===== src/rtl/aasc_pkg.sv =====
// Constants and types for the channel-B sequencer step configuration registers
package aasc_pkg;

   // Register indices; byte address is four times the index
   localparam logic [7:0] AASC_IDX_STEP12 = 8'hDC;
   localparam logic [7:0] AASC_IDX_STEP13 = 8'hDD;
   localparam int AASC_IDX_LSB = 2;
   localparam int AASC_IDX_W = 8;
   localparam int AASC_STEPS = 2;

   // Reset values
   localparam logic [15:0] AASC_RST_STEP12 = 16'h000C;
   localparam logic [15:0] AASC_RST_STEP13 = 16'h000D;

   // Field layout
   localparam int AASC_EN_BIT = 15;
   localparam int AASC_GAIN_HI = 14;
   localparam int AASC_GAIN_LO = 13;
   localparam int AASC_NEG_BIT = 4;
   localparam int AASC_POS_HI = 3;
   localparam int AASC_POS_LO = 0;
   localparam logic [15:0] AASC_WR_MASK = 16'hE01F;

   // Gain codes and resulting factors
   localparam logic [1:0] AASC_GAIN_CODE_X1 = 2'h0;
   localparam logic [1:0] AASC_GAIN_CODE_X2 = 2'h1;
   localparam logic [2:0] AASC_GAIN_X1 = 3'h1;
   localparam logic [2:0] AASC_GAIN_X2 = 3'h2;
   localparam logic [2:0] AASC_GAIN_X4 = 3'h4;

   // Positive-input codes
   localparam logic [3:0] AASC_POS_EXT_LAST = 4'h7;
   localparam logic [3:0] AASC_POS_TEMP = 4'h8;
   localparam logic [3:0] AASC_POS_SHORT = 4'h9;
   localparam logic [3:0] AASC_POS_DAC = 4'hA;
   localparam logic [3:0] AASC_POS_IO_DIV4 = 4'hC;
   localparam logic [3:0] AASC_POS_CORE_DIV2 = 4'hD;
   localparam logic [3:0] AASC_POS_ANA_PWR_DIV = 4'hE;
   localparam logic [3:0] AASC_POS_DIG_PWR_DIV = 4'hF;

   // Class of the selected positive source, one-hot, all zero for none
   typedef enum logic [5:0] {
      AASC_SRC_NONE = 6'h00,
      AASC_SRC_EXT = 6'h01,
      AASC_SRC_TEMP = 6'h02,
      AASC_SRC_SHORT = 6'h04,
      AASC_SRC_DAC = 6'h08,
      AASC_SRC_SUPPLY = 6'h10,
      AASC_SRC_RSVD = 6'h20
   } aasc_src_t;

endpackage


===== src/rtl/aasc_step_cfg.sv =====
// Channel-B sequencer step 12/13 configuration registers on classic Wishbone
//
// Chosen here: register access over Wishbone.
`timescale 1ns/1ps
`default_nettype none
module aasc_step_cfg
   import aasc_pkg::*;
#(
   parameter int ADR_W = 10
) (
   input wire logic clk_i,
   input wire logic reset_n_i,
   input wire logic wb_cyc_i,
   input wire logic wb_stb_i,
   input wire logic wb_we_i,
   input wire logic [ADR_W-1:0] wb_adr_i,
   input wire logic [3:0] wb_sel_i,
   input wire logic [31:0] wb_dat_i,
   output logic [31:0] wb_dat_o,
   output logic wb_ack_o,
   output logic [AASC_STEPS-1:0] step_active_o,
   output logic [AASC_STEPS-1:0][2:0] step_gain_factor_o,
   output logic [AASC_STEPS-1:0][3:0] step_positive_input_o,
   output logic [AASC_STEPS-1:0][5:0] step_source_class_o,
   output logic [AASC_STEPS-1:0] step_negative_auto_o,
   output logic [AASC_STEPS-1:0] step_negative_external_seven_o
);

   // Map and field sanity; the decode below leans on every one of these
   if (ADR_W < AASC_IDX_LSB + AASC_IDX_W) begin : g_adr_check
      $error("ADR_W too small for the register map");
   end

   if (AASC_STEPS != 2) begin : g_steps_check
      $error("index table is written for two steps");
   end

   if (AASC_IDX_STEP12 == AASC_IDX_STEP13) begin : g_idx_check
      $error("step registers share an index");
   end

   if (AASC_IDX_W != 8) begin : g_idx_w_check
      $error("index table entries are eight bits");
   end

   if (AASC_IDX_LSB != 2) begin : g_idx_lsb_check
      $error("registers must sit on word addresses");
   end

   if (AASC_GAIN_HI != AASC_GAIN_LO + 1) begin : g_gain_check
      $error("gain field must be two bits wide");
   end

   if (AASC_POS_HI - AASC_POS_LO != 3) begin : g_pos_check
      $error("positive field must be four bits wide");
   end

   if (AASC_NEG_BIT <= AASC_POS_HI || AASC_NEG_BIT >= AASC_GAIN_LO) begin : g_neg_check
      $error("negative select overlaps another field");
   end

   if (AASC_EN_BIT <= AASC_GAIN_HI || AASC_EN_BIT > 15) begin : g_en_check
      $error("enable bit outside the register");
   end

   if (AASC_RST_STEP12[AASC_EN_BIT] || AASC_RST_STEP13[AASC_EN_BIT]) begin : g_rst_check
      $error("steps must leave reset disabled");
   end

   if ((AASC_RST_STEP12 & ~AASC_WR_MASK) != '0) begin : g_rsvd12_check
      $error("step 12 reset value sets reserved bits");
   end

   if ((AASC_RST_STEP13 & ~AASC_WR_MASK) != '0) begin : g_rsvd13_check
      $error("step 13 reset value sets reserved bits");
   end

   if (!AASC_WR_MASK[AASC_EN_BIT]) begin : g_mask_en_check
      $error("enable bit must be writable");
   end

   if (!AASC_WR_MASK[AASC_NEG_BIT]) begin : g_mask_neg_check
      $error("negative select must be writable");
   end

   if (AASC_WR_MASK[AASC_POS_HI:AASC_POS_LO] != 4'hF) begin : g_mask_pos_check
      $error("positive field must be writable");
   end

   if (AASC_WR_MASK[AASC_GAIN_HI:AASC_GAIN_LO] != 2'h3) begin : g_mask_gain_check
      $error("gain field must be writable");
   end

   // Automatic negative selection is a plain compare against the last external code
   if (AASC_POS_TEMP != AASC_POS_EXT_LAST + 4'h1) begin : g_ext_order_check
      $error("internal codes must follow the external ones");
   end

   if (AASC_POS_SHORT <= AASC_POS_TEMP) begin : g_short_order_check
      $error("short code must follow the temperature code");
   end

   if (AASC_POS_DAC <= AASC_POS_SHORT) begin : g_dac_order_check
      $error("test source code must follow the short code");
   end

   if (AASC_POS_IO_DIV4 <= AASC_POS_DAC) begin : g_supply_order_check
      $error("supply codes must sit above the test source");
   end

   if (AASC_POS_IO_DIV4 == AASC_POS_CORE_DIV2) begin : g_supply_dup_check
      $error("supply codes must differ");
   end

   if (AASC_POS_ANA_PWR_DIV == AASC_POS_DIG_PWR_DIV) begin : g_power_dup_check
      $error("power input codes must differ");
   end

   if (AASC_GAIN_CODE_X1 == AASC_GAIN_CODE_X2) begin : g_gain_code_check
      $error("gain codes must differ");
   end

   if (AASC_GAIN_X1 == AASC_GAIN_X2 || AASC_GAIN_X2 == AASC_GAIN_X4) begin : g_gain_val_check
      $error("gain factors must differ");
   end

   // Decoded view of one step register
   typedef struct packed {
      logic active;
      logic [2:0] gain;
      logic [3:0] pos;
      logic [5:0] src;
      logic neg_auto;
      logic neg_ext;
   } aasc_decode_t;

   // Codes 10 and 11 both give x4
   function automatic logic [2:0] gain_of(input logic [1:0] code);
      logic [2:0] g;
      g = AASC_GAIN_X4;
      case (code)
         AASC_GAIN_CODE_X1: begin
            g = AASC_GAIN_X1;
         end
         AASC_GAIN_CODE_X2: begin
            g = AASC_GAIN_X2;
         end
         default: begin
            g = AASC_GAIN_X4;
         end
      endcase
      return g;
   endfunction

   // Source class of an enabled positive code
   function automatic logic [5:0] class_of(input logic [3:0] p);
      logic [5:0] c;
      c = AASC_SRC_RSVD;
      if (p <= AASC_POS_EXT_LAST) begin
         c = AASC_SRC_EXT;
      end else begin
         case (p)
            AASC_POS_TEMP: begin
               c = AASC_SRC_TEMP;
            end
            AASC_POS_SHORT: begin
               c = AASC_SRC_SHORT;
            end
            AASC_POS_DAC: begin
               c = AASC_SRC_DAC;
            end
            AASC_POS_IO_DIV4: begin
               c = AASC_SRC_SUPPLY;
            end
            AASC_POS_CORE_DIV2: begin
               c = AASC_SRC_SUPPLY;
            end
            AASC_POS_ANA_PWR_DIV: begin
               c = AASC_SRC_SUPPLY;
            end
            AASC_POS_DIG_PWR_DIV: begin
               c = AASC_SRC_SUPPLY;
            end
            default: begin
               // Unlisted code kept apart so a sequencer can flag it
               c = AASC_SRC_RSVD;
            end
         endcase
      end
      return c;
   endfunction

   // Full decode of one step register; a disabled step drives nothing
   function automatic aasc_decode_t decode_step(input logic [15:0] f);
      aasc_decode_t d;
      logic en;
      logic [3:0] p;
      logic auto_sel;
      d = '0;
      en = f[AASC_EN_BIT];
      p = f[AASC_POS_HI:AASC_POS_LO];
      // Every non-external code, the unlisted one included, picks its own negative
      auto_sel = (p > AASC_POS_EXT_LAST);
      if (en) begin
         d.active = 1'b1;
         d.gain = gain_of(f[AASC_GAIN_HI:AASC_GAIN_LO]);
         d.pos = p;
         d.src = class_of(p);
         d.neg_auto = auto_sel;
         // Negative select bit only counts for external codes
         d.neg_ext = !auto_sel && f[AASC_NEG_BIT];
      end else begin
         // Sequencer skips the step, so nothing is applied
         d = '0;
      end
      return d;
   endfunction

   // Byte-lane write with reserved bits held at zero
   function automatic logic [15:0] merge_write(
      input logic [15:0] old_val,
      input logic [15:0] wdat,
      input logic [1:0] sel
   );
      logic [15:0] n;
      n = old_val;
      if (sel[0]) begin
         n[7:0] = wdat[7:0] & AASC_WR_MASK[7:0];
      end
      if (sel[1]) begin
         n[15:8] = wdat[15:8] & AASC_WR_MASK[15:8];
      end
      return n;
   endfunction

   // Read view: upper half unused, reserved bits masked again for safety
   function automatic logic [31:0] read_word(input logic [15:0] r);
      logic [31:0] w;
      w = '0;
      w[15:0] = r & AASC_WR_MASK;
      return w;
   endfunction

   // Upper address bits must be zero, so aliases above the map never hit
   function automatic logic addr_hit(
      input logic [ADR_W-1:0] adr,
      input logic [AASC_IDX_W-1:0] idx
   );
      logic upper_ok;
      upper_ok = 1'b1;
      if (ADR_W > AASC_IDX_LSB + AASC_IDX_W) begin
         upper_ok = ((adr >> (AASC_IDX_LSB + AASC_IDX_W)) == '0);
      end
      return upper_ok && (adr[AASC_IDX_LSB +: AASC_IDX_W] == idx);
   endfunction

   typedef struct packed {
      logic [AASC_STEPS-1:0][15:0] cfg;
      logic ack;
      logic [31:0] rdat;
      logic [AASC_STEPS-1:0] active;
      logic [AASC_STEPS-1:0][2:0] gain;
      logic [AASC_STEPS-1:0][3:0] pos;
      logic [AASC_STEPS-1:0][5:0] src;
      logic [AASC_STEPS-1:0] neg_auto;
      logic [AASC_STEPS-1:0] neg_ext;
   } aasc_state_t;

   localparam logic [AASC_STEPS-1:0][7:0] IDX_TAB = {AASC_IDX_STEP13, AASC_IDX_STEP12};

   aasc_state_t state_q;
   aasc_state_t state_d;

   always_comb begin
      logic req;
      logic [AASC_STEPS-1:0] hit;
      aasc_decode_t dec;
      req = 1'b0;
      hit = '0;
      dec = '0;
      state_d = state_q;

      // One wait state; ack drops as soon as it has been seen
      req = wb_cyc_i && wb_stb_i && !state_q.ack;
      state_d.ack = req;
      // Read data is zero outside an ack, so a stale word never lingers
      state_d.rdat = '0;

      for (int i = 0; i < AASC_STEPS; i++) begin
         hit[i] = addr_hit(wb_adr_i, IDX_TAB[i]);
      end

      // Unmapped addresses still get ack with zero data
      for (int i = 0; i < AASC_STEPS; i++) begin
         if (req && hit[i]) begin
            state_d.rdat = read_word(state_q.cfg[i]);
            if (wb_we_i) begin
               state_d.cfg[i] = merge_write(state_q.cfg[i], wb_dat_i[15:0],
                                            wb_sel_i[1:0]);
            end
         end
      end

      // Decode from the new value so outputs follow the write edge
      for (int i = 0; i < AASC_STEPS; i++) begin
         dec = decode_step(state_d.cfg[i]);
         state_d.active[i] = dec.active;
         state_d.gain[i] = dec.gain;
         state_d.pos[i] = dec.pos;
         state_d.src[i] = dec.src;
         state_d.neg_auto[i] = dec.neg_auto;
         state_d.neg_ext[i] = dec.neg_ext;
      end
   end

   always_ff @(posedge clk_i or negedge reset_n_i) begin
      if (!reset_n_i) begin
         state_q <= '0;
         state_q.cfg[0] <= AASC_RST_STEP12;
         state_q.cfg[1] <= AASC_RST_STEP13;
      end else begin
         state_q <= state_d;
      end
   end

   assign wb_dat_o = state_q.rdat;
   assign wb_ack_o = state_q.ack;
   assign step_active_o = state_q.active;
   assign step_gain_factor_o = state_q.gain;
   assign step_positive_input_o = state_q.pos;
   assign step_source_class_o = state_q.src;
   assign step_negative_auto_o = state_q.neg_auto;
   assign step_negative_external_seven_o = state_q.neg_ext;

endmodule // aasc_step_cfg
`default_nettype wire


===== config.mk =====
export PLATFORM = sky130hd
export DESIGN_NAME = aasc_step_cfg
export DESIGN_NICKNAME = d
export VERILOG_FILES = /design/src/rtl/aasc_pkg.sv /design/src/rtl/aasc_step_cfg.sv
export SDC_FILE = /design/constraint.sdc
export NUM_CORES = 1
export LEC_CHECK = 0
export BUFFER_PORTS_ARGS = -buffer_cell sky130_fd_sc_hd__buf_4
export CAP_MARGIN = 30
export CORE_ASPECT_RATIO = 0.6
export CORE_MARGIN = 4
export CORE_UTILIZATION = 40
export DETAILED_ROUTE_END_ITERATION = 10
export PLACE_DENSITY = 0.68
export SLEW_MARGIN = 20
export SYNTH_ARGS = -nofsm -noshare
export SYNTH_HDL_FRONTEND = slang
export SYNTH_SLANG_ARGS = --single-unit

===== constraint.sdc =====
create_clock -name clk_i -period 4.4 [get_ports clk_i]
set_clock_uncertainty 0.15 [all_clocks]
set_input_delay 0.22 -clock clk_i [delete_from_list [all_inputs] [get_ports clk_i]]
set_output_delay 0.22 -clock clk_i [all_outputs]
set_load 0.05 [all_outputs]

Word-level counts from Yosys, hierarchy flattened
Index checks and enable logic that the tools add are counted.

Flip-flop bits (word level): 81.

$lt $le $gt $ge: 4. Equality and inequality tests: 18. Muxes and demuxes: 18. Reductions and logical operators: 13.

Operators by type and width (count): 2-to-1 mux 16 bit (8); equality test 4 bit (second input constant) (14); one-hot mux 6 bit (4 select lines) (2); equality test 8 bit (second input constant) (2); 2-to-1 mux 8 bit (2); 2-to-1 mux 6 bit (2); one-hot mux 3 bit (2 select lines) (2); 2-to-1 mux 5 bit (2); > comparator 4 x 3 -> 1 bit (second input constant) (2); less-or-equal comparator 4 x 3 -> 1 bit (second input constant) (2); OR reduction 4 bit (2); logical AND 1 bit (6); equality test 2 x 1 -> 1 bit (second input constant) (2); logical NOT 2 bit (2); logical NOT 1 bit (3).

Depth between registers and ports, before layout
Gate-level depths: netlist (run 1).

Depth after elaboration: 9. Gate-level depth with buffers: 7. Mapped depth without buffers: 5.

Least setup slack after synthesis (run 1)
OpenSTA, ideal clock, no wires.

Path type: register to register. Start point: register state_q (netlist bit wb_ack_o). End point: register state_q (netlist bit step_source_class_o[0]). Library setup time: 117 ps. Data arrival time: 1886 ps. Setup slack: 2247 ps. Stages on the path, launching flop included: 7. Buffers on the path: 2. Cells stage by stage: dfrtp_1 > nand3b_4 > or4b_1 > buf_6 > mux2i_4 > buf_6 > nor2_2.

RTL lines: start: declaration (line aasc_step_cfg.sv:271) `aasc_state_t state_q;`; start signal: assignment (line aasc_step_cfg.sv:322) `state_q <= state_d;`.

==> results of run 1 <==
critical path, stage by stage (launching register included):
cell and delay (ns):
dfrtp_1 0.39, nand3b_4 0.18, or4b_1 0.73, mux2i_4 0.57, nor2b_1 0.10
cell families after synthesis:
logic type | count (synthesis)
multiplexers | 12
other | 1
buffers and inverters | 77
AND/OR/NAND/NOR | 79
AO/OA/AOI/OAI | 31
flip-flops | 55
metrics by stage:
stage               std cells  instance area [um2]  worst slack, ns
floorplan                 278                 2950             2.25
global placement          355                 2990             2.13
detailed placement        355                 2990             2.14
CTS                       365                 3160             2.11
global route              365                 3160             1.98
finish                    365                 3160             2.13
state kept, by name, indices dropped and copies added, names as in the netlist:
register	cells
step_positive_input_o	8
step_gain_factor_o	6
step_source_class_o	12
state_q	15
step_negative_auto_o	2
wb_dat_o	8
step_negative_external_seven_o	2
step_active_o	1
wb_ack_o	1
where the power goes:
| part | switching (mW) | internal [mW] | leakage, nW |
|---|---|---|---|
| clock network | 0.187 | 0.214 | 0.0717 |
| logic | 0.0740 | 0.0218 | 0.701 |
| registers | 0.00175 | 0.507 | 0.749 |
layer usage:
| layer | vias up | wire length (um) | GRT usage (%) |
|---|---|---|---|
| li1 | 825 | - | - |
| met1 | 857 | 2500 | 19.0 |
| met2 | 60 | 2510 | 20.1 |
| met3 | 9 | 407 | 4.20 |
| met4 | 0 | 70 | 3.82 |
| met5 | - | 0 | 0 |
area by class of cell:
type / count / area share [%]
timing repair buffer: 66 / 15.8
multi-input combinational: 146 / 31.9
tap: 87 / 3.44
sequential: 55 / 43.7
clock buffer: 5 / 3.96
clock inverter: 3 / 0.752
inverter: 3 / 0.356
repair_timing:
action | CTS | global route
hold endpoints to repair | 51 | 0
hold buffers | 2 | 0
setup endpoints to repair | 0 | 0
synth_stat cells, types with 4 or more instances:
cell	instances	area share, %
buf_4	65	17
dfrtp_1	50	44
nand2_1	29	3.8
a21oi_2	14	4.3
mux2_2	10	3.9
a22o_1	8	2.5
nand3_1	6	1.1
nor2b_1	6	1.3
o21ai_0	6	1.1
dfstp_2	5	4.6
nand3b_1	4	1.1
nand4b_1	4	1.2
path summary, 6_finish.rpt:
kind | slack [ns] | cells past startpoint | from | endpoint
worst max-delay path | 2.13 | 4 | wb_ack_o | step_positive_input_o[1]
worst min-delay path | 0.03 | 2 | wb_dat_i[13] | state_q[94]
worst max register to register | 2.13 | 4 | wb_ack_o | step_positive_input_o[1]
worst min register to register | 0.38 | 2 | state_q[85] | state_q[85]
max in group asynchronous | 3.29 | 2 | reset_n_i | step_positive_input_o[3]
min in group asynchronous | 0.33 | 2 | reset_n_i | step_positive_input_o[5]
==> results.yml, run 1 <==
synth:
  ys_ff_latch: 55
  synth-compound-area-share_pct: 8.32
  syn_area_um2: 2860
  synth_edf_count: 0
  synthSimpleGateAreaFrac_pct: 18.1
  synth_flop_cell: "dfrtp_1"
  ys_warn_count: 0
  synth.avg_cell_area_um2: 11.2
  synthXorXnorAreaFrac_pct: 0
  synth_top_family_by_area: "buffers and inverters"
  synthDistinctLibCells: 41
  yosys.area_share.adder_pct: 0
  async_reset_ff_share_pct: 100
  yosysSeqAreaShare_pct: 48.4
  synth_mux_area_share_pct: 5.51
  postSynthCellCount: 255
job:
  cap_violations: 0
clock_tree:
  cts_resized: 0
  htreeDepth: 2
  clockBufferDepth: 2
  clkTransAtPathRegs_ns: 0.07
  post_cts_buffers: 0
  cts_root_buffer: "clkbuf_16"
  cts_made_buffers: 5
  cts_sinks: 55
  cts_tree: "done"
  clkLatencyLatePin_ns: 0.29
die:
  core_area_um2: 6790
  die-area_um2: 8610
  io-pin-count: 116
  die_w_um: 117
  die_y_um: 73.5
  placementRows: 23
  initial_core_util_pct: 42.1
cells_and_area:
  num-nets-final: 328
  area.growth.synth_to_final_pct: 10.5
  fillerInstances: 651
  final_cell_mix: "64 x buf_4, 50 x dfrtp_1, 29 x nand2_1"
  final_common_cell: "buf_4"
  final_layout_size_suffix_gt1_share_pct: 41.0
  antenna-diode-count: 0
  ff_latch_area_um2: 1380
  multi_input_area_um2: 1010
  fin_util_pct: 46.5
timing:
  tns_ns: 0
  fin_hold_ws_ns: 0.0339
  slew-limit-headroom_pct: 54.1
  finalCritPeriodShare_pct: 51.7
  hold_violations: 0
  finalSetupViolations: 0
  slew_violations: 0
  fmax_mhz: 440
  min_period_ns: 2.27
  rsz0062_at_grt: "no"
  worst_pin_slew_ns: 0.689
worst_setup_path:
  arrival_ns: 2.28
  start_kind: "register"
  worstPathRequired_ns: 4.40
  path_class: "reg2reg"
  setup.worst_path.end_class: "register"
  cp_max_fo: 13
routing:
  num_vias: 1751
  via_per_inst: 4.80
  drt_iter0_drc: 83
  wirelength_um: 5490
  dr.pass1.iters: 4
  ant_nets: 0
  wire_per_inst_um: 15.0
  remaining_drc_errors: 0
place:
  numPortBuffers: 63
  dpl.hpwl_um: 4160
  place_congestion: 0.817
min_path:
  hp-class: "in2reg"
global_route:
  grt_max_degree: 56
  grt_pass1_vias: 1663
  grt.overflow.total: 0
  grt_pass1_wl_um: 8710
  grt_use_total_pct: 13.5
  antenna_found_initial: 0
outcome:
  outcome: "complete, no violations"
power_and_ir_drop:
  power.density_nw_per_um2: 318
  power.total_mw: 1.01
  irDropWorstVdd_mv: 0.138
  cellLeakagePower_nw: 1.52
Power figures use the tool's default switching activity.
==> run 2, diff against run 1 <==
Clock period 4.4 ns to 2.3 ns, I/O delays scaled along.
==> results.yml, run 2 (synthesized netlist as in run 1, its figures left out) <==
cells_and_area:
  final_common_cell: "buf_4"
  multi_input_area_um2: 1000
  num-nets-final: 342
  area.growth.synth_to_final_pct: 14.9
  ff_latch_area_um2: 1380
  largest_reg_flops: 15
  fin_area_um2: 3290
  finalNonFillerCells: 379
  final_layout_size_suffix_gt1_share_pct: 40.8
  final_cell_mix: "71 x buf_4, 50 x dfrtp_1, 29 x nand2_1"
  fillerInstances: 627
  antenna-diode-count: 0
  largest_register: "state_q"
min_path:
  min_to: "step_gain_factor_o[2]"
  hold_start: "wb_dat_i[15]"
  hp-class: "in2reg"
  holdPathStages: 3
worst_setup_path:
  r2r_setup_slack_ns: 0.23
  r2r-end: "step_negative_auto_o[0]"
  worstPathRequired_ns: 2.32
  cp_max_fo: 17
  reg2reg_depth: 5
  setup.worst_path.end_class: "register"
  path_class: "in2reg"
  worstSetupStartpoint: "wb_cyc_i"
  arrival_ns: 2.10
  start_kind: "input port"
  worstReg2RegStart: "wb_ack_o"
timing:
  tns_ns: 0
  finalSetupViolations: 0
  hold_violations: 0
  rsz0062_at_grt: "no"
  finalCritPeriodShare_pct: 90.3
  worst_pin_slew_ns: 0.681
  fmax_mhz: 481
  fin_hold_ws_ns: 0.0268
  slew-limit-headroom_pct: 54.6
  min_period_ns: 2.08
  slew_violations: 0
die:
  io-pin-count: 116
  core_area_um2: 6790
  die_y_um: 73.5
  placementRows: 23
  initial_core_util_pct: 42.1
  die_w_um: 117
  die-area_um2: 8610
clock_tree:
  cts_made_buffers: 5
  clkLatencyLatePin_ns: 0.28
  cts_root_buffer: "clkbuf_16"
  clkTransAtPathRegs_ns: 0.07
  cts_sinks: 55
  htreeDepth: 2
  clockBufferDepth: 2
  cts_tree: "done"
  post_cts_buffers: 0
routing:
  via_per_inst: 4.73
  wirelength_um: 5480
  dr.pass1.iters: 4
  wire_per_inst_um: 14.4
  drt_iter0_drc: 114
  ant_nets: 0
  num_vias: 1791
  remaining_drc_errors: 0
outcome:
  outcome: "complete, no violations"
global_route:
  grt.overflow.total: 0
  antenna_found_initial: 0
  grt_use_total_pct: 12.8
  grt_pass1_wl_um: 8510
  grt_max_degree: 56
  grt_pass1_vias: 1699
job:
  cap_violations: 0
place:
  numPortBuffers: 63
  dp_cells: 362
  place_congestion: 0.904
  dpl.hpwl_um: 4030
  place_area_um2: 3040
power_and_ir_drop:
  power.total_mw: 1.95
  cellLeakagePower_nw: 1.59
  irDropWorstVdd_mv: 0.317
  power.density_nw_per_um2: 592
## run 2: changes by cell type in the layout (fill, tap and decap cells not counted), sizes merged
cell	delta
buf	+7
dlygate4sd3	+7
clkbuf	+3
clkinv	-1
clkinvlp	-1
inv	-1
## run 2: through the flow
step,utilization [%],setup slack (ns)
2_1_floorplan,-,0.147
3_3_place_gp,44.7,0.257
3_5_place_dp,44.7,0.257
4_1_cts,48.4,0.239
5_1_grt,48.4,0.111
6_report,48.4,0.223
## run 2: layout make-up
class	instances	area share (%)
timing repair buffer	80	19.0
multi-input combinational	146	30.5
tap	87	3.31
clock buffer	8	4.76
inverter	3	0.343
sequential	55	42.1
## run 2: how the worst max path moves through the flow
stage / slack [ns] / to / cells after the start
3_5_place_dp: 0.26 / step_negative_auto_o[0] / 5
2_1_floorplan: 0.15 / step_source_class_o[0] / 6
5_1_grt: 0.11 / step_negative_auto_o[0] / 5
4_1_cts: 0.24 / step_negative_auto_o[0] / 5
6_report: 0.22 / step_negative_auto_o[0] / 7
3_3_place_gp: 0.26 / step_negative_auto_o[0] / 5
## run 2: critical path: stages
cell and delay [ns]:
dlygate4sd3_1 0.53, buf_4 0.11, nand3b_4 0.09, inv_1 0.09, and4_1 0.56, mux2_2 0.44
nor2b_2 0.16
## run 2: power by group
part / internal (mW) / switching [mW]
Clock: 0.464 / 0.315
Sequential: 0.971 / 0.00329
Combinational: 0.0500 / 0.143
## run 2: repair_timing
| action | CTS | global route |
|---|---|---|
| endpoints found under the hold margin | 63 | 0 |
| setup endpoints to repair | 0 | 0 |
| resized for setup | 0 | 0 |
| hold buffers | 9 | 0 |
## run 2: layer usage
metal	vias up	track usage (%)	part of all wire (%)
met3	2	4.28	8.1
met4	0	2.42	0.24
li1	851	-	-
met1	877	18.5	48
met5	-	0	0
met2	61	18.8	44
==> run 3, diff against run 2 <==
Settings changed: CELL_PAD_IN_SITES_DETAIL_PLACEMENT from default to 0, CELL_PAD_IN_SITES_GLOBAL_PLACEMENT from default to 2, CORE_UTILIZATION 40 to 26, PLACE_DENSITY 0.68 to default, PLACE_DENSITY_LB_ADDON from default to 0.1.
Clock period 2.3 ns to 1.9 ns, I/O delays scaled along.
==> results.yml, run 3 (synthesized netlist as in run 1, its figures left out) <==
global_route:
  grt_pass1_vias: 1805
  grt.overflow.total: 0
  antenna_found_initial: 0
  grt_max_degree: 32
  grt_pass1_wl_um: 10700
  grt_use_total_pct: 11.3
routing:
  via_per_inst: 4.08
  remaining_drc_errors: 0
  dr.pass1.iters: 4
  ant_nets: 0
  wirelength_um: 6910
  num_vias: 1778
  drt_iter0_drc: 105
  wire_per_inst_um: 15.8
job:
  cap_violations: 0
power_and_ir_drop:
  power.density_nw_per_um2: 704
  combinationalPowerShare_pct: 10.0
  sw_frac_of_total_pct: 24.1
  p_seq_share_pct: 48.0
  cellLeakagePower_nw: 1.64
  power.total_mw: 2.46
  intPower_mw: 1.87
  power.switching_mw: 0.592
  irDropWorstVdd_mv: 0.309
  clockPowerShare_pct: 42.0
worst_setup_path:
  worstPathRequired_ns: 1.97
  setup.worst_path.end_class: "register"
  arrival_ns: 1.95
  start_kind: "register"
  cp_max_fo: 13
  path_class: "reg2reg"
clock_tree:
  clockBufferDepth: 2
  clkLatencyLatePin_ns: 0.29
  cts_tree: "done"
  cts_made_buffers: 5
  htreeDepth: 2
  clkTransAtPathRegs_ns: 0.07
  cts_sinks: 55
  post_cts_buffers: 0
  cts_root_buffer: "clkbuf_16"
timing:
  min_period_ns: 1.88
  tns_ns: 0
  finalCritPeriodShare_pct: 98.9
  rsz0062_at_grt: "yes"
  slew_violations: 0
  hold_violations: 0
  fmax_mhz: 532
  finalSetupViolations: 0
place:
  place_congestion: 0.730
  numPortBuffers: 63
  dpl.hpwl_um: 5130
  place_area_um2: 3190
cells_and_area:
  final_cell_mix: "74 x buf_4, 49 x dfrtp_1, 29 x nand2_1"
  final_layout_size_suffix_gt1_share_pct: 46.1
  largest_reg_flops: 15
  num-nets-final: 347
  fillerInstances: 1099
  fin_area_um2: 3490
  largest_register: "state_q"
  fin_util_pct: 32.8
  area.growth.synth_to_final_pct: 22.1
  antenna-diode-count: 0
  final_common_cell: "buf_4"
die:
  die_y_um: 89.2
  initial_core_util_pct: 26.9
  die-area_um2: 12800
  io-pin-count: 116
  core_area_um2: 10600
  placementRows: 29
  die_w_um: 143
min_path:
  hp-class: "in2reg"
outcome:
  outcome: "complete, no violations"
==> run 3: path summary, 6_finish.rpt <==
path | from | to | slack, ns | depth (start not counted)
max | wb_ack_o | step_source_class_o[11] | 0.02 | 5
max in group asynchronous | reset_n_i | state_q[84] | 0.92 | 3
max reg2reg | wb_ack_o | step_source_class_o[11] | 0.02 | 5
min reg2reg | state_q[85] | state_q[85] | 0.36 | 2
min | wb_dat_i[3] | step_source_class_o[4] | 0.02 | 3
min in group asynchronous | reset_n_i | state_q[69] | 0.14 | 2
==> run 3: through the flow <==
| step | hold WS, ns | std cells | setup slack (ns) |
|---|---|---|---|
| global route | 0.0344 | 436 | -0.0280 |
| finish | 0.0205 | 436 | 0.0213 |
| global placement | -0.0753 | 420 | -0.0479 |
| floorplan | -0.351 | 278 | -0.115 |
| detailed placement | -0.0763 | 420 | -0.0474 |
| CTS | 0.0139 | 436 | -0.000598 |
==> run 3: metal layers <==
layer / global-route usage [%] / vias to the layer above / routed length [um]
met5: 0 / - / 0
met4: 4.10 / 0 / 82
met3: 3.15 / 5 / 398
met2: 14.2 / 53 / 2590
met1: 17.8 / 851 / 3840
li1: - / 869 / -
==> run 3: layout make-up <==
cell class | count | area (um2) | area share, %
Clock buffer | 7 | 133 | 3.80
Clock inverter | 1 | 30.0 | 0.860
Inverter | 3 | 11.3 | 0.323
Multi-Input combinational cell | 146 | 1060 | 30.5
Sequential cell | 55 | 1380 | 39.6
Tap cell | 139 | 174 | 4.98
Timing Repair Buffer | 85 | 696 | 19.9
==> run 3: power groups by stage <==
stage	Sequential (mW)	Clock (mW)	Combinational, mW
after global placement	1.20	0	0.234
after CTS	1.18	1.08	0.249
after detailed placement	1.20	0	0.234
after floorplan	1.21	0	0.174
final	1.18	1.03	0.246
after global routing	1.18	1.12	0.265
==> run 3: timing repair <==
action | 4_1_cts | 5_1_grt
hold endpoints to repair | 76 | 0
gates resized for setup | 5 | 9
hold buffers | 8 | 0
pin swaps | 0 | 0
setup endpoints to repair | 17 | 16
==> run 3: worst max-delay path, cell delays in order, from the launching register on <==
cell	delay, ns
dfrtp_2	0.41
nand3b_4	0.18
or4_4	0.53
mux2i_4	0.21
buf_12	0.17
a21oi_2	0.13
